===== src/core/eeprom_host_params.svh =====
`ifndef EEPROM_HOST_PARAMS_SVH
`define EEPROM_HOST_PARAMS_SVH

`define CLK_PERIOD_NS      10
`define SCL_PERIOD_NS      2500
`define QUARTER_CYC        (((`SCL_PERIOD_NS / 4) + `CLK_PERIOD_NS - 1) / `CLK_PERIOD_NS)
`define BUS_FREE_NS        1300
`define BUS_FREE_CYC       ((`BUS_FREE_NS + `CLK_PERIOD_NS - 1) / `CLK_PERIOD_NS)
`define NONVOLATILE_WRITE_TIME_NS  5000000
`define NONVOLATILE_WRITE_CYC      (`NONVOLATILE_WRITE_TIME_NS / `CLK_PERIOD_NS)

`define DEV_ARRAY          4'ha
`define DEV_SERIAL         4'hb
`define DIR_READ           1'h1
`define DIR_WRITE          1'h0
`define SERIAL_WADDR_TOP   8'h80
`define SERIAL_INDEX_MASK  8'h0f
`define PAGE_BYTES         8'h08
`define ACK_SLOT           4'h8
`define LAST_DATA_BIT      4'h7
`define RECOV_START2       4'ha
`define RECOV_STOP         4'hb

`endif


===== src/core/eeprom_host_pkg.sv =====
package eeprom_host_pkg;

	typedef enum logic [1:0] {
		BK_START = 2'h0,
		BK_STOP  = 2'h1,
		BK_WRITE = 2'h2,
		BK_READ  = 2'h3
	} bit_kind_t;

	typedef enum logic [2:0] {
		OP_WRITE     = 3'h0,
		OP_READ_CUR  = 3'h1,
		OP_READ_RAND = 3'h2,
		OP_SERIAL    = 3'h3,
		OP_RECOVER   = 3'h4
	} op_t;

	typedef enum logic [3:0] {
		S_IDLE  = 4'h0,
		S_START = 4'h1,
		S_TXB   = 4'h3,
		S_RXB   = 4'h2,
		S_STOP  = 4'h6,
		S_WAIT  = 4'h7,
		S_LOAD  = 4'h5,
		S_RECOV = 4'h4
	} state_t;

	typedef enum logic [2:0] {
		PH_DEVW  = 3'h0,
		PH_WADDR = 3'h1,
		PH_DATA  = 3'h3,
		PH_DEVR  = 3'h2,
		PH_POLL  = 3'h6
	} phase_t;

endpackage


===== src/core/eeprom_host.sv =====
`include "eeprom_host_params.svh"

module eeprom_host #(
	parameter int unsigned NONVOLATILE_WRITE_CYC = `NONVOLATILE_WRITE_CYC
) (
	input  wire logic                 clk,
	input  wire logic                 sys_rst,
	input  wire logic                 cmd_valid,
	output logic                      cmd_ready,
	input  wire eeprom_host_pkg::op_t cmd_op,
	input  wire logic [7:0]           cmd_addr,
	input  wire logic [7:0]           cmd_len,
	input  wire logic                 chip_select_strap_2,
	input  wire logic                 chip_select_strap_1,
	input  wire logic                 chip_select_strap_0,
	input  wire logic [7:0]           wr_data,
	input  wire logic                 wr_valid,
	output logic                      wr_take,
	output logic [7:0]                rd_data,
	output logic                      rd_valid,
	output logic                      done,
	output logic                      nack_err,
	output logic                      scl_out,
	input  wire logic                 sda_in,
	output logic                      sda_out,
	output logic                      sda_oe_n
);

	localparam logic [7:0]  GAP_LAST  = 8'(`BUS_FREE_CYC - 1);
	localparam logic [31:0] POLL_LIMIT = 32'(NONVOLATILE_WRITE_CYC);

	eeprom_host_pkg::state_t state_ff;
	eeprom_host_pkg::state_t nxt_state;
	eeprom_host_pkg::phase_t phase_ff;
	eeprom_host_pkg::phase_t nxt_phase;
	eeprom_host_pkg::op_t    op_ff;
	eeprom_host_pkg::op_t    nxt_op;
	logic [3:0]              bit_cnt_ff;
	logic [3:0]              nxt_bit_cnt;
	logic [7:0]              shreg_ff;
	logic [7:0]              nxt_shreg;
	logic [7:0]              cnt_ff;
	logic [7:0]              nxt_cnt;
	logic [7:0]              addr_ff;
	logic [7:0]              nxt_addr;
	logic [2:0]              strap_ff;
	logic [2:0]              nxt_strap;
	logic                    poll_ff;
	logic                    nxt_poll;
	logic [31:0]             timer_ff;
	logic [31:0]             nxt_timer;
	logic [7:0]              gap_ff;
	logic [7:0]              nxt_gap;
	logic                    ready_ff;
	logic                    nxt_ready;
	logic                    take_ff;
	logic                    nxt_take;
	logic [7:0]              rd_data_ff;
	logic [7:0]              nxt_rd_data;
	logic                    rd_valid_ff;
	logic                    nxt_rd_valid;
	logic                    done_ff;
	logic                    nxt_done;
	logic                    nack_ff;
	logic                    nxt_nack;
	logic                    go_ff;
	logic                    busy_ff;
	logic                    eng_done;
	logic                    eng_bit;

	// array code or serial code, then strap, then direction
	function automatic logic [7:0] dev_word(logic serial, logic [2:0] strap, logic rd);
		return {serial ? `DEV_SERIAL : `DEV_ARRAY, strap, rd};
	endfunction

	// Zero lengths count as one byte; writes clip to one page.
	function automatic logic [7:0] clip_len(logic [7:0] len, logic is_write);
		logic [7:0] r;
		r = (len == 8'h00) ? 8'h01 : len;
		if (is_write && (r > `PAGE_BYTES)) begin
			r = `PAGE_BYTES;
		end
		return r;
	endfunction

	wire [2:0] strap_now  = {chip_select_strap_2, chip_select_strap_1, chip_select_strap_0};
	wire       take_cmd   = cmd_valid && ready_ff;
	wire       is_write   = (cmd_op == eeprom_host_pkg::OP_WRITE);
	wire       is_serial  = (cmd_op == eeprom_host_pkg::OP_SERIAL);
	wire       serial_op  = (op_ff == eeprom_host_pkg::OP_SERIAL);
	wire       write_op   = (op_ff == eeprom_host_pkg::OP_WRITE);
	wire       ack_slot   = (bit_cnt_ff == `ACK_SLOT);
	wire       last_byte  = (cnt_ff == 8'h01);
	wire       got_ack    = !eng_bit;
	wire       gap_end    = (gap_ff == GAP_LAST);
	wire       poll_over  = (timer_ff >= POLL_LIMIT);
	wire [7:0] serial_wa  = `SERIAL_WADDR_TOP | (cmd_addr & `SERIAL_INDEX_MASK);
	wire [7:0] rx_byte    = {shreg_ff[6:0], eng_bit};

	wire in_start = (state_ff == eeprom_host_pkg::S_START);
	wire in_stop  = (state_ff == eeprom_host_pkg::S_STOP);
	wire in_txb   = (state_ff == eeprom_host_pkg::S_TXB);
	wire in_rxb   = (state_ff == eeprom_host_pkg::S_RXB);
	wire in_recov = (state_ff == eeprom_host_pkg::S_RECOV);
	wire need_bit = in_start || in_stop || in_txb || in_rxb || in_recov;
	wire wr_slot  = (in_txb && !ack_slot) || (in_rxb && ack_slot);

	wire recov_start = (bit_cnt_ff == 4'h0) || (bit_cnt_ff == `RECOV_START2);
	wire recov_stop  = (bit_cnt_ff == `RECOV_STOP);

	wire eeprom_host_pkg::bit_kind_t recov_kind =
		recov_start ? eeprom_host_pkg::BK_START :
		recov_stop  ? eeprom_host_pkg::BK_STOP  : eeprom_host_pkg::BK_READ;

	wire eeprom_host_pkg::bit_kind_t eng_kind =
		in_start ? eeprom_host_pkg::BK_START :
		in_stop  ? eeprom_host_pkg::BK_STOP  :
		in_recov ? recov_kind                :
		wr_slot  ? eeprom_host_pkg::BK_WRITE : eeprom_host_pkg::BK_READ;

	wire eng_bit_in = in_txb ? shreg_ff[7] : last_byte;

	i2c_bit_engine u_bit (
		.clk      (clk),
		.sys_rst  (sys_rst),
		.go       (go_ff),
		.kind     (eng_kind),
		.bit_in   (eng_bit_in),
		.sda_in   (sda_in),
		.done     (eng_done),
		.bit_out  (eng_bit),
		.scl_out  (scl_out),
		.sda_out  (sda_out),
		.sda_oe_n (sda_oe_n)
	);

	assign cmd_ready = ready_ff;
	assign wr_take   = take_ff;
	assign rd_data   = rd_data_ff;
	assign rd_valid  = rd_valid_ff;
	assign done      = done_ff;
	assign nack_err  = nack_ff;

	always_comb begin
		nxt_state    = state_ff;
		nxt_phase    = phase_ff;
		nxt_op       = op_ff;
		nxt_bit_cnt  = bit_cnt_ff;
		nxt_shreg    = shreg_ff;
		nxt_cnt      = cnt_ff;
		nxt_addr     = addr_ff;
		nxt_strap    = strap_ff;
		nxt_poll     = poll_ff;
		nxt_timer    = poll_ff ? timer_ff + 32'h1 : timer_ff;
		nxt_gap      = gap_ff;
		nxt_ready    = ready_ff;
		nxt_take     = 1'b0;
		nxt_rd_data  = rd_data_ff;
		nxt_rd_valid = 1'b0;
		nxt_done     = 1'b0;
		nxt_nack     = nack_ff;
		case (state_ff)
			eeprom_host_pkg::S_IDLE: begin
				if (take_cmd) begin
					nxt_ready   = 1'b0;
					nxt_op      = cmd_op;
					nxt_strap   = strap_now;
					nxt_addr    = is_serial ? serial_wa : cmd_addr;
					nxt_cnt     = clip_len(cmd_len, is_write);
					nxt_nack    = 1'b0;
					nxt_poll    = 1'b0;
					nxt_timer   = 32'h0;
					nxt_bit_cnt = 4'h0;
					if (cmd_op == eeprom_host_pkg::OP_RECOVER) begin
						nxt_state = eeprom_host_pkg::S_RECOV;
					end else if (cmd_op == eeprom_host_pkg::OP_READ_CUR) begin
						nxt_state = eeprom_host_pkg::S_START;
						nxt_phase = eeprom_host_pkg::PH_DEVR;
						nxt_shreg = dev_word(1'b0, strap_now, `DIR_READ);
					end else begin
						nxt_state = eeprom_host_pkg::S_START;
						nxt_phase = eeprom_host_pkg::PH_DEVW;
						nxt_shreg = dev_word(is_serial, strap_now, `DIR_WRITE);
					end
				end
			end
			eeprom_host_pkg::S_START: begin
				if (eng_done) begin
					nxt_state   = eeprom_host_pkg::S_TXB;
					nxt_bit_cnt = 4'h0;
				end
			end
			eeprom_host_pkg::S_TXB: begin
				if (eng_done && !ack_slot) begin
					nxt_bit_cnt = bit_cnt_ff + 4'h1;
					nxt_shreg   = {shreg_ff[6:0], 1'b0};
				end else if (eng_done && got_ack) begin
					nxt_bit_cnt = 4'h0;
					case (phase_ff)
						eeprom_host_pkg::PH_DEVW: begin
							nxt_phase = eeprom_host_pkg::PH_WADDR;
							nxt_shreg = addr_ff;
						end
						eeprom_host_pkg::PH_WADDR: begin
							if (write_op) begin
								nxt_phase = eeprom_host_pkg::PH_DATA;
								nxt_state = eeprom_host_pkg::S_LOAD;
							end else begin
								nxt_phase = eeprom_host_pkg::PH_DEVR;
								nxt_shreg = dev_word(serial_op, strap_ff, `DIR_READ);
								nxt_state = eeprom_host_pkg::S_START;
							end
						end
						eeprom_host_pkg::PH_DATA: begin
							if (last_byte) begin
								nxt_poll  = 1'b1;
								nxt_state = eeprom_host_pkg::S_STOP;
							end else begin
								nxt_cnt   = cnt_ff - 8'h01;
								nxt_state = eeprom_host_pkg::S_LOAD;
							end
						end
						eeprom_host_pkg::PH_DEVR: begin
							nxt_state = eeprom_host_pkg::S_RXB;
						end
						default: begin
							nxt_poll  = 1'b0;
							nxt_state = eeprom_host_pkg::S_STOP;
						end
					endcase
				end else if (eng_done) begin
					nxt_bit_cnt = 4'h0;
					nxt_state   = eeprom_host_pkg::S_STOP;
					if (phase_ff != eeprom_host_pkg::PH_POLL) begin
						nxt_nack = 1'b1;
						nxt_poll = 1'b0;
					end
				end
			end
			eeprom_host_pkg::S_LOAD: begin
				if (wr_valid) begin
					nxt_shreg   = wr_data;
					nxt_take    = 1'b1;
					nxt_bit_cnt = 4'h0;
					nxt_state   = eeprom_host_pkg::S_TXB;
				end
			end
			eeprom_host_pkg::S_RXB: begin
				if (eng_done && !ack_slot) begin
					nxt_shreg   = rx_byte;
					nxt_bit_cnt = bit_cnt_ff + 4'h1;
					if (bit_cnt_ff == `LAST_DATA_BIT) begin
						nxt_rd_data  = rx_byte;
						nxt_rd_valid = 1'b1;
					end
				end else if (eng_done) begin
					nxt_bit_cnt = 4'h0;
					if (last_byte) begin
						nxt_state = eeprom_host_pkg::S_STOP;
					end else begin
						nxt_cnt = cnt_ff - 8'h01;
					end
				end
			end
			eeprom_host_pkg::S_STOP: begin
				if (eng_done) begin
					if (poll_ff) begin
						nxt_gap   = 8'h00;
						nxt_state = eeprom_host_pkg::S_WAIT;
					end else begin
						nxt_ready = 1'b1;
						nxt_done  = 1'b1;
						nxt_state = eeprom_host_pkg::S_IDLE;
					end
				end
			end
			eeprom_host_pkg::S_WAIT: begin
				nxt_gap = gap_ff + 8'h01;
				if (gap_end && poll_over) begin
					nxt_nack  = 1'b1;
					nxt_poll  = 1'b0;
					nxt_ready = 1'b1;
					nxt_done  = 1'b1;
					nxt_state = eeprom_host_pkg::S_IDLE;
				end else if (gap_end) begin
					nxt_phase = eeprom_host_pkg::PH_POLL;
					nxt_shreg = dev_word(1'b0, strap_ff, `DIR_WRITE);
					nxt_state = eeprom_host_pkg::S_START;
				end
			end
			eeprom_host_pkg::S_RECOV: begin
				if (eng_done && recov_stop) begin
					nxt_bit_cnt = 4'h0;
					nxt_ready   = 1'b1;
					nxt_done    = 1'b1;
					nxt_state   = eeprom_host_pkg::S_IDLE;
				end else if (eng_done) begin
					nxt_bit_cnt = bit_cnt_ff + 4'h1;
				end
			end
			default: begin
				nxt_state = eeprom_host_pkg::S_IDLE;
				nxt_ready = 1'b1;
			end
		endcase
	end

	// A bit request waits for the previous bit to finish, so bits never overlap.
	always_ff @(posedge clk) begin
		if (sys_rst) begin
			go_ff   <= 1'b0;
			busy_ff <= 1'b0;
		end else begin
			go_ff   <= need_bit && !busy_ff && !go_ff;
			busy_ff <= go_ff || (busy_ff && !eng_done);
		end
	end

	always_ff @(posedge clk) begin
		if (sys_rst) begin
			state_ff    <= eeprom_host_pkg::S_IDLE;
			phase_ff    <= eeprom_host_pkg::PH_DEVW;
			op_ff       <= eeprom_host_pkg::OP_WRITE;
			bit_cnt_ff  <= 4'h0;
			shreg_ff    <= 8'h00;
			cnt_ff      <= 8'h01;
			addr_ff     <= 8'h00;
			strap_ff    <= 3'h0;
			poll_ff     <= 1'b0;
			timer_ff    <= 32'h0;
			gap_ff      <= 8'h00;
			ready_ff    <= 1'b1;
			take_ff     <= 1'b0;
			rd_data_ff  <= 8'h00;
			rd_valid_ff <= 1'b0;
			done_ff     <= 1'b0;
			nack_ff     <= 1'b0;
		end else begin
			state_ff    <= nxt_state;
			phase_ff    <= nxt_phase;
			op_ff       <= nxt_op;
			bit_cnt_ff  <= nxt_bit_cnt;
			shreg_ff    <= nxt_shreg;
			cnt_ff      <= nxt_cnt;
			addr_ff     <= nxt_addr;
			strap_ff    <= nxt_strap;
			poll_ff     <= nxt_poll;
			timer_ff    <= nxt_timer;
			gap_ff      <= nxt_gap;
			ready_ff    <= nxt_ready;
			take_ff     <= nxt_take;
			rd_data_ff  <= nxt_rd_data;
			rd_valid_ff <= nxt_rd_valid;
			done_ff     <= nxt_done;
			nack_ff     <= nxt_nack;
		end
	end

endmodule


===== src/core/i2c_bit_engine.sv =====
`include "eeprom_host_params.svh"

module i2c_bit_engine (
	input  wire logic                       clk,
	input  wire logic                       sys_rst,
	input  wire logic                       go,
	input  wire eeprom_host_pkg::bit_kind_t kind,
	input  wire logic                       bit_in,
	input  wire logic                       sda_in,
	output logic                            done,
	output logic                            bit_out,
	output logic                            scl_out,
	output logic                            sda_out,
	output logic                            sda_oe_n
);

	localparam logic [7:0] QLAST = 8'(`QUARTER_CYC - 1);

	logic [7:0]                 div_ff;
	logic [1:0]                 q_ff;
	logic                       active_ff;
	eeprom_host_pkg::bit_kind_t kind_ff;
	logic                       bit_ff;
	logic                       sda_meta_ff;
	logic                       sda_sync_ff;
	logic                       done_ff;
	logic                       bit_out_ff;
	logic                       scl_ff;
	logic                       oe_n_ff;
	logic                       zero_ff;

	// Returns {scl, oe_n}. Quarter 0 only lowers the clock, quarter 1 moves data.
	function automatic logic [1:0] drive(eeprom_host_pkg::bit_kind_t k, logic [1:0] q,
		logic b, logic cur);
		logic [1:0] r;
		r = {1'b0, cur};
		if (q != 2'h0) begin
			case (k)
				eeprom_host_pkg::BK_START: r = {q != 2'h1, q != 2'h3};
				eeprom_host_pkg::BK_STOP:  r = {q != 2'h1, q == 2'h3};
				eeprom_host_pkg::BK_WRITE: r = {q != 2'h1, b};
				default:                   r = {q != 2'h1, 1'b1};
			endcase
		end
		return r;
	endfunction

	wire       q_end = active_ff && (div_ff == QLAST);
	wire       last  = q_end && (q_ff == 2'h3);
	wire [1:0] drv   = drive(kind_ff, q_ff, bit_ff, oe_n_ff);

	assign done     = done_ff;
	assign bit_out  = bit_out_ff;
	assign scl_out  = scl_ff;
	assign sda_out  = zero_ff;
	assign sda_oe_n = oe_n_ff;

	always_ff @(posedge clk) begin
		if (sys_rst) begin
			div_ff      <= 8'h00;
			q_ff        <= 2'h0;
			active_ff   <= 1'b0;
			kind_ff     <= eeprom_host_pkg::BK_READ;
			bit_ff      <= 1'b1;
			sda_meta_ff <= 1'b1;
			sda_sync_ff <= 1'b1;
			done_ff     <= 1'b0;
			bit_out_ff  <= 1'b1;
			scl_ff      <= 1'b1;
			oe_n_ff     <= 1'b1;
			zero_ff     <= 1'b0;
		end else begin
			sda_meta_ff <= sda_in;
			sda_sync_ff <= sda_meta_ff;
			done_ff     <= last;
			zero_ff     <= 1'b0;
			if (go && !active_ff) begin
				active_ff <= 1'b1;
				q_ff      <= 2'h0;
				div_ff    <= 8'h00;
				kind_ff   <= kind;
				bit_ff    <= bit_in;
			end else if (active_ff) begin
				div_ff <= q_end ? 8'h00 : div_ff + 8'h01;
				if (q_end) begin
					q_ff <= q_ff + 2'h1;
				end
				if (last) begin
					active_ff <= 1'b0;
				end
			end
			if (last) begin
				bit_out_ff <= sda_sync_ff;
			end
			if (active_ff) begin
				scl_ff  <= drv[1];
				oe_n_ff <= drv[0];
			end
		end
	end

endmodule


===== config.mk =====
export PLATFORM = sky130hd
export DESIGN_NAME = eeprom_host
export DESIGN_NICKNAME = d
export VERILOG_FILES = /design/src/core/eeprom_host_pkg.sv /design/src/core/eeprom_host.sv /design/src/core/i2c_bit_engine.sv
export VERILOG_INCLUDE_DIRS = /design/src /design/src/core
export SDC_FILE = /design/constraint.sdc
export NUM_CORES = 1
export LEC_CHECK = 0
export BUFFER_PORTS_ARGS = -buffer_cell sky130_fd_sc_hd__buf_2
export CAP_MARGIN = 20
export CELL_PAD_IN_SITES_DETAIL_PLACEMENT = 1
export CELL_PAD_IN_SITES_GLOBAL_PLACEMENT = 1
export CORE_ASPECT_RATIO = 2
export CORE_UTILIZATION = 45
export CTS_CLUSTER_DIAMETER = 30
export CTS_CLUSTER_SIZE = 24
export DETAILED_ROUTE_END_ITERATION = 8
export GPL_ROUTABILITY_DRIVEN = 0
export PLACE_DENSITY = 0.81
export SYNTH_ARGS = -nofsm -noshare
export SYNTH_HDL_FRONTEND = slang
export SYNTH_SLANG_ARGS = --single-unit

===== constraint.sdc =====
create_clock -name clk -period 4.7 [get_ports clk]
set_input_delay 0 -clock clk [delete_from_list [all_inputs] [get_ports clk]]
set_output_delay 0 -clock clk [all_outputs]
set_load 0.03 [all_outputs]

Word level (Yosys, flattened, before mapping)
Index checks and enable logic that the tools add are counted.
{"block": "totals", "register_bits": 117, "inputBits": 35, "output_inout_bits": 16, "wordCells": 267}
{"block": "op_classes", "n_addsub": 6, "magnitude_cmp": 2, "n_eq_ne": 59, "mux": 108, "bitwise_logic": 4, "reduce_logical": 58}
{"op": "$mux W8", "count": 22}
{"op": "$mux W32", "count": 3}
{"op": "$mux W4", "count": 21}
{"op": "$pmux W8 S5", "count": 1}
{"op": "$add A32 B1 Y32 const B", "count": 1}
{"op": "$ge A32 B19 Y1 const B", "count": 1}
{"op": "$pmux W4 S8", "count": 1}
{"op": "$pmux W8 S2", "count": 2}
{"op": "$mux W1", "count": 29}
{"op": "$mux W3", "count": 9}
{"op": "$ne A2 B2 Y1 const B", "count": 13}
{"op": "$pmux W4 S6", "count": 1}
{"op": "$pmux W8 S3", "count": 1}
{"op": "$eq A4 B3 Y1 const B", "count": 5}
{"op": "$ne A2 B1 Y1 const B", "count": 10}
{"op": "$add A8 B1 Y8 const B", "count": 2}
{"op": "$mux W2", "count": 8}
{"op": "$pmux W4 S4", "count": 1}
{"op": "$reduce_and A8 Y1", "count": 2}
{"op": "$ne A3 B1 Y1 const B", "count": 5}
{"op": "$logic_and A1 B1 Y1", "count": 14}
{"op": "$reduce_and A7 Y1", "count": 2}
{"op": "$eq A3 B2 Y1 const B", "count": 4}
{"op": "$eq A4 B4 Y1 const B", "count": 3}
{"op": "42 further kinds", "count": 76}

Logic depth before layout (Yosys ltp)
Gate-level depths: netlist of run 1.
{"block": "logic_depth", "ltp_word": 8, "mapped_depth": 10}

Cells and area by module
A second synthesis of run 1 with hierarchy kept.
{"block": "unflattened", "cells_unflattened": 754, "area_unflattened_um2": 6206.0}
{"mod": "eeprom_host", "instances": 1, "cells_per_inst": 655, "area_per_inst_um2": 5295.1, "seq_area_each_um2": 1921.8}
{"mod": "i2c_bit_engine", "instances": 1, "cells_per_inst": 99, "area_per_inst_um2": 910.9, "seq_area_each_um2": 400.4}

Worst setup path after synthesis of run 1
OpenSTA, ideal clock, no wires.
{"block": "synth_path", "path_type": "register to register", "startpoint": "register bit_cnt_ff[0]", "endpoint": "register shreg_ff[6]", "t_arrival_ns": 2.082, "required_time_ns": 4.564, "path_slack_ns": 2.482, "path_stages_with_launch": 10, "path_buffers": 1, "period_less_slack_ns": 2.218, "cell_sequence": "dfxtp_1 > inv_1 > ha_1 > and3b_1 > nor2_1 > a311oi_1 > or4b_1 > buf_2 > a2111oi_0 > a211oi_1"}
{"block": "synth_between", "elab_chain_len": 5, "word_cells_on_any_way": 10, "cone_classes": "eq/ne (5); mux (2); reduce/logical (3)"}
{"item": "start: declaration", "line": "eeprom_host.sv:38", "rtl": "logic [3:0] bit_cnt_ff;"}
{"item": "start signal: assignment", "line": "eeprom_host.sv:342", "rtl": "bit_cnt_ff <= nxt_bit_cnt;"}
{"item": "$eq A4 B4 Y1 (no line) *"}
{"item": "$logic_not A1 Y1 *", "line": "eeprom_host.sv:194, eeprom_host.sv:249"}
{"item": "$logic_and A1 B1 Y1 *", "line": "eeprom_host.sv:194, eeprom_host.sv:249"}
{"item": "$ne A4 B1 Y1 (no line), or another cell as far along"}
{"item": "$reduce_and A10 Y1 (no line) or $pmux W8 S5 (tied branches)"}
{"item": "end signal: assignment", "line": "eeprom_host.sv:343", "rtl": "shreg_ff <= nxt_shreg;"}
{"item": "end: declaration", "line": "eeprom_host.sv:40", "rtl": "logic [7:0] shreg_ff;"}
Every way passes the cells marked *; elsewhere a longest branch is shown, timed or not.
A chain may end at the register's enable or synchronous reset.

Worst setup path after layout of run 1
{"block": "layout_path", "startpoint": "register state_ff[2]", "endpoint": "register shreg_ff[6]"}
{"block": "layout_between", "elab_chain_len": 3, "word_cells_on_any_way": 17, "cone_classes": "eq/ne (13); mux (1); reduce/logical (3)"}
{"item": "start: declaration", "line": "eeprom_host.sv:32", "rtl": "eeprom_host_pkg::state_t state_ff;"}
{"item": "start signal: assignment", "line": "eeprom_host.sv:321", "rtl": "state_ff <= eeprom_host_pkg::S_IDLE;"}
{"item": "start signal: assignment", "line": "eeprom_host.sv:339", "rtl": "state_ff <= nxt_state;"}
{"item": "$eq A4 B2 Y1, or another cell as far along", "line": "eeprom_host.sv:162", "rtl": "case (state_ff)"}
{"item": "$ne A4 B1 Y1 (no line), or another cell as far along"}
{"item": "$reduce_and A10 Y1 (no line)"}
Parallel ways exist; a longest one is shown, timed or not.

==> results of run 1 <==
==> state kept, by name, indices dropped and copies added, names as in the netlist, 2 cells and up <==
name and flops:
timer_ff 32, addr_ff 8, cnt_ff 8, gap_ff 8, rd_data 8, shreg_ff 8, u_bit.div_ff 8, bit_cnt_ff 4
op_ff 3, phase_ff 3, state_ff 3, strap_ff 3, u_bit.kind_ff 2, u_bit.q_ff 2
==> worst reg2reg max path: cells and delay by family, from the launching register on <==
family | cells | cell delay (ns)
AND/OR/NAND/NOR | 2 | 1.38
flip-flops | 1 | 0.88
AO/OA/AOI/OAI | 3 | 0.61
buffers and inverters | 1 | 0.43
==> final timing paths <==
kind	slack (ns)	to	from
setup / recovery	1.26	shreg_ff[6]	state_ff[2]
hold / removal	0.009	shreg_ff[6]	wr_data[6]
setup reg to reg	1.26	shreg_ff[6]	state_ff[2]
hold reg to reg	0.42	u_bit.sda_sync_ff	u_bit.sda_meta_ff
==> timing repair <==
item,in CTS,in global routing
endpoints found under the hold margin,22,0
setup buffers,0,0
hold buffers,20,0
resized for setup,0,0
==> logic make-up after synthesis <==
family | count (synthesis)
muxes | 26
and+or+nand+nor | 329
buffers and inverters | 67
other | 1
adders and majority gates | 14
DFF | 116
AOI/OAI and AO/OA | 145
xor gates and xnor gates | 45
==> cell usage in the layout (no fill, tap or decap), drive strengths merged, types with 5 or more instances in the layout <==
cell type / instances
a31oi: 6
dfxtp: 116
nand3: 24
and3: 9
nand2: 82
o211ai: 5
ha: 14
nor2b: 5
a21oi: 45
a311oi: 5
o22ai: 8
nor2: 113
clkbuf: 24
xor2: 27
a211oi: 18
nor3: 20
nor3b: 6
nor4: 13
nand4: 17
dlygate4sd3: 20
xnor2: 18
nand3b: 8
a211o: 5
buf: 58
o21ai: 20
mux2i: 23
clkinv: 6
inv: 28
==> metrics by stage <==
stage	power, uW	hold WS [ns]	worst slack, ns
floorplan	2030	0.104	2.48
global placement	2260	0.183	1.51
detailed placement	2310	0.190	1.32
CTS	3570	0.00227	1.30
global route	3750	0.0286	1.02
finish	3590	0.00930	1.26
==> power by group through the flow <==
stage          clock network, uW  logic (uW)  registers, uW
5_1_grt                     1280        1170           1300
3_5_place_dp                   0        1020           1300
4_1_cts                     1250        1040           1280
6_report                    1230        1070           1280
2_1_floorplan                  0         790           1240
3_3_place_gp                   0         970           1290
==> area by class of cell <==
type	count	share of cell area [%]
inverters	29	1.52
clock inverters	9	1.08
multi-input cells	560	47.9
well taps	152	2.66
flip-flops and latches	116	32.5
clock buffers	23	6.82
repair buffers	79	7.56
==> routing by layer <==
layer,vias up,part of all wire [%],track usage (%)
met5,-,0,0
met4,0,3.8,16.1
met3,58,2.6,5.37
met2,113,57,55.0
met1,2844,36,25.9
li1,2745,-,-
==> impl_metrics.tcl, run 1 <==
set metrics [dict create \
    hold_violations 0 \
    ioPinCount 51 \
    syn2layout_area_growth_pct 18.9 \
    numCtsBuffers 17 \
    setup_viol 0 \
    ys.flop_type "dfxtp_1" \
    worstPathRequired_ns 4.97 \
    grt_pass1_vias 6156 \
    critPathArrivalTime_ns 3.71 \
    gr-usage-all-layers_pct 27.8 \
    drtPass1Iterations 4 \
    drv_cap 0 \
    synth_edf_count 0 \
    pwr-share-comb_pct 29.9 \
    dp.cells 914 \
    cts_htree_levels 4 \
    clkSlewWorstSetupHoldPaths_ns 0.05 \
    fillers 1600 \
    cp-end-kind "flip-flop" \
    synthMuxAreaShare_pct 4.39 \
    drv_slew 0 \
    hold_path_class "input port to flip-flop" \
    yosysUniqueCellTypes 71 \
    clock-sinks 116 \
    final_layout_size_suffix_gt1_share_pct 12.9 \
    antenna_cells 0 \
    seqCellArea_sq_um 2320 \
    p_seq_share_pct 35.8 \
    p_leak_uw 0.00268 \
    viasPerCell 5.95 \
    rsz0062_at_grt "no" \
    status "finished, final reports clean" \
    yosysSeqAreaShare_pct 38.6 \
    period_share_pct 73.3 \
    die_area_sq_um 13900 \
    grt-ovfl-total 0 \
    fin_util_pct 55.1 \
    wirelength_microns 18700 \
    num_vias 5760 \
    crit_path_top_delay_cell "dfxtp_1" \
    core_area_sq_um 13000 \
    port_buffers 49 \
    switching_share_pct 35.9 \
    worst-path-stages 6 \
    fmax_mhz 290 \
    synth_largest_area_cell "dfxtp_1" \
    critical-path-max-stage-delay_ns 0.88 \
    yosysMostFrequentCell "dfxtp_1" \
    antenna_found_initial 0 \
    tritoncts "done" \
    synth-xor-area-share_pct 6.55 \
    p_clk_share_pct 34.4 \
    final_cells 968 \
    synthAdderAreaFrac_pct 2.91 \
    yosys_register_bits 116 \
    synth_area_leaders "dfxtp_1, nor2_1, nand2_1, xor2_1, mux2i_1" \
    synth_top_cell_area_share_pct 38.6 \
    hold_depth 3 \
    rows 59 \
    place_hpwl_microns 12900 \
    min_period_ns 3.44 \
    grt_max_degree 70 \
    fin_worst_skew_ns 0.00799 \
    tightest_slew_ns 0.865 \
    clockBufferDepth 2 \
    synth.net_count 792 \
    cp_max_fo 25 \
    fin_area_sq_um 7150 \
    ant_nets 0 \
    critical_path.startpoint_type "flip-flop" \
    fp.dieH_microns 166 \
    async_flop_share_pct 0 \
    switchingPower_uw 1290 \
    placed_cell_area_sq_um 6350 \
    ys_warn_count 0 \
    critPathKind "flip-flop to flip-flop" \
    synth_top_family_by_area "simple AND/OR/NAND/NOR gates" \
    drt_iter0_markers 310 \
    setup_tns_ns 0 \
    maxSlewHeadroom_pct 42.2 \
    synthTopCellsByCount "dfxtp_1, nor2_1, nand2_1" \
    fp.dieW_microns 83.8 \
    syn_inst 743 \
    ir_drop_uv 298 \
    powerDensity_nw_per_um2 502 \
    synthSimpleGateAreaFrac_pct 27.0 \
    clk_latency_ns 0.42 \
    synth_area_sq_um 6020 \
    crit_family "simple AND/OR/NAND/NOR gates" \
    p_int_uw 2300 \
    cts-root-buf "clkbuf_16" \
    critPathBufInv 1 \
    synth-compound-area-share_pct 15.9 \
    multi_input_comb_area_sq_um 3430 \
    drc 0 \
    reg2reg_depth 6 \
    wire_per_inst_microns 19.3 \
    synth.avg_cell_area_sq_um 8.10 \
    path_cells "inv_1 > nand2_1 > a311oi_1 > or4b_1 > a2111oi_0 > a211oi_1" \
    grt_pass1_wl_microns 30000 \
    initial_utilization_pct 46.3 \
    nets 852 \
]
(Power assumes the default switching activity.)
==> inputs of run 2 (changes only) <==
==> constraint.sdc (replaced) <==
create_clock -name clk -period 3.35 [get_ports clk]
set_input_delay 0 -clock clk [delete_from_list [all_inputs] [get_ports clk]]
set_output_delay 0 -clock clk [all_outputs]
set_load 0.03 [all_outputs]
==> run 2 against run 1 <==
  * Cell count grew 1.1%
  * Global-route usage increased by 1.6 points
  * Sequential cell count unchanged
  * First-iteration DRC count is 2.3% lower
  * Total power grew 46%
  * Clock skew grew 0.0011 ns
  * Register-to-register slack worse by 0.71 ns
  * Non-clock buffer count grew 10
  * Combinational power up 44%
==> impl_metrics.tcl, run 2 (synthesis gave the netlist of run 1 again) <==
set metrics [dict create \
    status "finished, final reports clean" \
    die_area_sq_um 13900 \
    drc 0 \
    nets 862 \
    fmax_mhz 356 \
    final_common_cell "dfxtp_1" \
    min_period_ns 2.81 \
    ant_nets 0 \
    viasPerCell 5.99 \
    top_register "timer_ff" \
    clockBufferDepth 2 \
    gr-usage-all-layers_pct 29.4 \
    largest_reg_flops 32 \
    drv_slew 0 \
    critPathKind "flip-flop to flip-flop" \
    rows 59 \
    grt_max_degree 44 \
    tightest_slew_ns 0.830 \
    powerDensity_nw_per_um2 723 \
    drtPass1Iterations 4 \
    hold_path_class "input port to flip-flop" \
    crit_family "simple AND/OR/NAND/NOR gates" \
    crit_path_top_delay_cell "or4b_1" \
    grt_pass1_vias 6320 \
    critPathArrivalTime_ns 3.07 \
    wire_per_inst_microns 20.0 \
    initial_utilization_pct 46.3 \
    port_buffers 49 \
    critPathBufInv 1 \
    rsz0062_at_grt "no" \
    cts-root-buf "clkbuf_16" \
    setup_viol 0 \
    hold_violations 0 \
    fin_worst_skew_ns 0.00906 \
    place_ws_ns 0.579 \
    layout_common_cells "dfxtp_1, nor2_1, nand2_1, buf_2, a21oi_1" \
    syn2layout_area_growth_pct 20.6 \
    critical-path-max-stage-delay_ns 0.84 \
    period_share_pct 83.8 \
    tritoncts "done" \
    fillers 1570 \
    cp_max_fo 16 \
    drt_iter0_markers 303 \
    wirelength_microns 19600 \
    fin_hold_ws_ns 0.0226 \
    clock-sinks 116 \
    clkSlewWorstSetupHoldPaths_ns 0.05 \
    grt-ovfl-total 0 \
    num_vias 5868 \
    final_layout_size_suffix_gt1_share_pct 13.9 \
    place_hpwl_microns 13100 \
    core_area_sq_um 13000 \
    drv_cap 0 \
    grt_pass1_wl_microns 31800 \
    cp-end-kind "flip-flop" \
    cts_htree_levels 4 \
    setup_tns_ns 0 \
    ioPinCount 51 \
    maxSlewHeadroom_pct 44.6 \
    numCtsBuffers 17 \
    path_cells "inv_1 > ha_1 > and3b_1 > nor2_1 > a311oi_1 > or4b_1 > a2111oi_0 > a211oi_1" \
    fp.dieH_microns 166 \
    antenna_found_initial 1 \
    clk_latency_ns 0.42 \
    final_cells 979 \
    critical_path.startpoint_type "flip-flop" \
    setup_ws_ns 0.542 \
    p_leak_uw 0.00274 \
    worstPathRequired_ns 3.61 \
    fp.dieW_microns 83.8 \
    ir_drop_uv 461 \
    dp.cells 926 \
]
==> run 2: path summary, 6_finish.rpt <==
check | startpoint | to | slack (ns) | cells past startpoint
min | cmd_len[6] | cnt_ff[6] | 0.02 | 3
min reg2reg | u_bit.sda_meta_ff | u_bit.sda_sync_ff | 0.41 | 1
max | bit_cnt_ff[1] | shreg_ff[6] | 0.54 | 8
max reg2reg | bit_cnt_ff[1] | shreg_ff[6] | 0.54 | 8
==> run 2: stage by stage <==
| step | instance area [sq um] | utilization (%) | total power (uW) |
|---|---|---|---|
| 6_report | 7260 | 55.9 | 5250 |
| 5_1_grt | 7260 | 55.9 | 5480 |
| 4_1_cts | 7260 | 55.8 | 5220 |
| 3_5_place_dp | 6440 | 49.6 | 3270 |
| 3_3_place_gp | 6440 | 49.6 | 3220 |
| 2_1_floorplan | 6020 | - | 2850 |
==> run 2: final cells by class <==
cell class / instances / area [sq um] / area share (%)
tap: 152 / 190 / 2.62
multi-input combinational: 560 / 3430 / 47.2
inverter: 29 / 109 / 1.50
clock buffer: 23 / 488 / 6.72
timing repair buffer: 89 / 596 / 8.21
antenna: 1 / 2.50 / 0.0345
sequential: 116 / 2320 / 32.0
clock inverter: 9 / 125 / 1.72
==> run 2: metal layers <==
metal	vias up	track usage, %	part of all wire, %
met4	0	18.6	5.7
met2	177	56.5	56
met1	2846	28.2	35
met5	-	0	0
met3	81	5.57	3.0
li1	2764	-	-
==> run 2: power breakdown <==
part	switching, uW	internal (uW)	total (uW)
Combinational	952	584	1540
Clock	649	1240	1890
Sequential	256	1570	1820
Total	1860	3390	5250
==> run 2: worst min-delay path: cells and delay by family <==
| family | cells | cell delay [ns] |
|---|---|---|
| AOI/OAI and AO/OA | 2 | 0.26 |
| buffers and inverters | 1 | 0.12 |
==> run 2: timing repair <==
action,in CTS,in global routing
setup buffers,0,0
resized for setup,0,0
endpoints found under the hold margin,23,0
hold buffers,20,0
==> inputs of run 3 (changes only) <==
--- a/config.mk
+++ b/config.mk
@@ -6,17 +6,18 @@
 export SDC_FILE = /design/constraint.sdc
 export NUM_CORES = 1
 export LEC_CHECK = 0
+export ABC_AREA = 1
 export BUFFER_PORTS_ARGS = -buffer_cell sky130_fd_sc_hd__buf_2
 export CAP_MARGIN = 20
 export CELL_PAD_IN_SITES_DETAIL_PLACEMENT = 1
 export CELL_PAD_IN_SITES_GLOBAL_PLACEMENT = 1
 export CORE_ASPECT_RATIO = 2
-export CORE_UTILIZATION = 45
+export CORE_UTILIZATION = 39
 export CTS_CLUSTER_DIAMETER = 30
 export CTS_CLUSTER_SIZE = 24
 export DETAILED_ROUTE_END_ITERATION = 8
 export GPL_ROUTABILITY_DRIVEN = 0
-export PLACE_DENSITY = 0.81
+export PLACE_DENSITY = 0.77
 export SYNTH_ARGS = -nofsm -noshare
 export SYNTH_HDL_FRONTEND = slang
 export SYNTH_SLANG_ARGS = --single-unit
==> constraint.sdc (replaced) <==
create_clock -name clk -period 2.39 [get_ports clk]
set_input_delay 0 -clock clk [delete_from_list [all_inputs] [get_ports clk]]
set_output_delay 0 -clock clk [all_outputs]
set_load 0.03 [all_outputs]
==> run 3 against run 2 <==
  * Clock-buffer cell count is 3 lower
  * Non-clock buffer count is 2 higher
  * Sequential cell count stayed put
==> impl_metrics.tcl, run 3 <==
set metrics [dict create \
    critical_path.startpoint_type "flip-flop" \
    syn_inst 917 \
    top_register "timer_ff" \
    synth.avg_cell_area_sq_um 6.73 \
    grt_pass1_wl_microns 34700 \
    synth_edf_count 0 \
    largest_reg_flops 32 \
    clockBufferDepth 2 \
    fmax_mhz 459 \
    critPathArrivalTime_ns 2.48 \
    crit_family "simple AND/OR/NAND/NOR gates" \
    period_share_pct 91.1 \
    ant_nets 0 \
    syn2layout_area_growth_pct 21.6 \
    antenna_cells 0 \
    nets 1058 \
    fin_hold_ws_ns 0.0101 \
    setup_viol 0 \
    drc 0 \
    layout_common_cells "nand2_1, nor2_1, inv_1, dfxtp_1, o21ai_0" \
    clk_latency_ns 0.42 \
    yosys_register_bits 116 \
    crit_path_top_delay_cell "nor3_4" \
    grt-ovfl-total 0 \
    wirelength_microns 21400 \
    ys.flop_type "dfxtp_1" \
    synth_area_leaders "dfxtp_1, nand2_1, nor2_1, inv_1, o21ai_0" \
    drv_slew 0 \
    cts-root-buf "clkbuf_16" \
    hold_path_class "input port to flip-flop" \
    initial_utilization_pct 40.2 \
    die_area_sq_um 16400 \
    powerDensity_nw_per_um2 1040 \
    critPathBufInv 4 \
    grt_pass1_vias 7022 \
    hold_violations 0 \
    num_vias 6450 \
    viasPerCell 5.29 \
    fp.dieH_microns 180 \
    synth_top_cell_area_share_pct 37.6 \
    wire_per_inst_microns 17.6 \
    critical-path-max-stage-delay_ns 0.34 \
    p_leak_uw 0.00321 \
    drt_iter0_markers 283 \
    ir_drop_uv 583 \
    grt_max_degree 25 \
    async_flop_share_pct 0 \
    numCtsBuffers 17 \
    cp-end-kind "flip-flop" \
    final_layout_size_suffix_gt1_share_pct 12.1 \
    setup_ws_ns 0.212 \
    cp-startpoint "bit_cnt_ff[0]" \
    synth_largest_area_cell "dfxtp_1" \
    core_area_sq_um 15400 \
    fin_worst_skew_ns 0.0135 \
    path_cells "inv_1 > ha_1 > nand3_1 > nand2_1 > inv_1 > nand2_1 > nand2_1 > inv_1 > nand2_1 > nor3_4 > inv_2 > nor2_1 > nor2_1" \
    synth.net_count 966 \
    drtPass1Iterations 5 \
    place_ws_ns -0.0858 \
    clock-sinks 116 \
    worstPathRequired_ns 2.69 \
    synthTopCellsByCount "nand2_1, nor2_1, inv_1" \
    ioPinCount 51 \
    endpoint "cnt_ff[1]" \
    timing.rr.end "cnt_ff[1]" \
    path_common_cell "nand2_1" \
    worst-path-stages 13 \
    gr-usage-all-layers_pct 27.5 \
    min_period_ns 2.18 \
    ys_warn_count 0 \
    status "finished, final reports clean" \
    yosysMostFrequentCell "nand2_1" \
    regToRegSetupSlack_ns 0.21 \
    timing.rr.start "bit_cnt_ff[0]" \
    power.total_uw 7830 \
    place_hpwl_microns 16400 \
    final_common_cell "nand2_1" \
    maxSlewHeadroom_pct 63.0 \
    port_buffers 49 \
    cts_htree_levels 4 \
    drv_cap 0 \
    tritoncts "done" \
    fp.dieW_microns 91.0 \
    antenna_found_initial 0 \
    reg2reg_depth 13 \
    clkSlewWorstSetupHoldPaths_ns 0.06 \
    synth_area_sq_um 6170 \
    rows 64 \
    tightest_slew_ns 0.552 \
    critPathKind "flip-flop to flip-flop" \
    yosysSeqAreaShare_pct 37.6 \
    cp_max_fo 7 \
    yosysUniqueCellTypes 42 \
]
-- run 3: metal layers --
metal | global-route usage [%] | share of wire (%) | up-vias
met2 | 56.3 | 59 | 120
met1 | 23.4 | 32 | 3086
met5 | 0 | 0 | -
met3 | 3.64 | 2.3 | 84
met4 | 18.3 | 6.7 | 0
li1 | - | - | 3160
-- run 3: final cells by class --
| type | instances | area (sq um) |
|---|---|---|
| Fill cell | 2071 | 7870 |
| Multi-Input combinational cell | 649 | 3260 |
| Sequential cell | 116 | 2320 |
| Timing Repair Buffer | 91 | 616 |
| Inverter | 134 | 503 |
| Clock buffer | 20 | 447 |
| Tap cell | 198 | 248 |
| Clock inverter | 12 | 108 |
-- run 3: worst min path at each step --
| stage | start | end | depth (start not counted) |
|---|---|---|---|
| after floorplan | sda_in | u_bit.sda_meta_ff | 1 |
| after global placement | sda_in | u_bit.sda_meta_ff | 2 |
| after detailed placement | sda_in | u_bit.sda_meta_ff | 2 |
| after CTS | wr_data[2] | shreg_ff[2] | 5 |
| after global routing | wr_data[1] | shreg_ff[1] | 5 |
| final | wr_data[4] | shreg_ff[4] | 5 |
-- run 3: where the power goes --
| part | leakage (uW) | switching [uW] | total (uW) | internal [uW] |
|---|---|---|---|---|
| registers | 0.000944 | 250 | 2470 | 2220 |
| logic | 0.00200 | 1970 | 2940 | 970 |
| clock network | 0.000266 | 966 | 2420 | 1450 |
| total | 0.00321 | 3190 | 7830 | 4650 |
-- run 3: what timing repair did --
item	in CTS	in global routing
hold buffers	22	0
buffers inserted	0	3
pin swaps	0	1
hold endpoints to repair	22	0
resized for setup	1	4
endpoints found under the setup margin	4	13
-- run 3: logic make-up after synthesis --
| family | Yosys count | share of synthesized area, % |
|---|---|---|
| XOR/XNOR | 25 | 3.55 |
| other | 1 | 0.0607 |
| adder cells (fa/ha/maj) | 14 | 2.84 |
| AO/OA/AOI/OAI | 157 | 14.3 |
| AND/OR/NAND/NOR | 452 | 31.9 |
| buffers and inverters | 152 | 9.71 |
| flip-flops | 116 | 37.6 |
-- run 3: through the flow --
stage	util [%]	instance area [sq um]	TNS [ns]	cells
floorplan	-	6170	0	917
global placement	43.6	6700	-0.0648	1163
detailed placement	43.6	6700	-0.0858	1163
CTS	48.6	7470	0	1217
global route	48.8	7510	-0.0204	1220
finish	48.8	7510	0	1220
-- run 3: tightest hold or removal path, stage by stage --
cell and delay [ns]:
buf_2 0.09, nand2_1 0.05, o2111ai_1 0.10, nor2_1 0.06
nor2_1 0.09
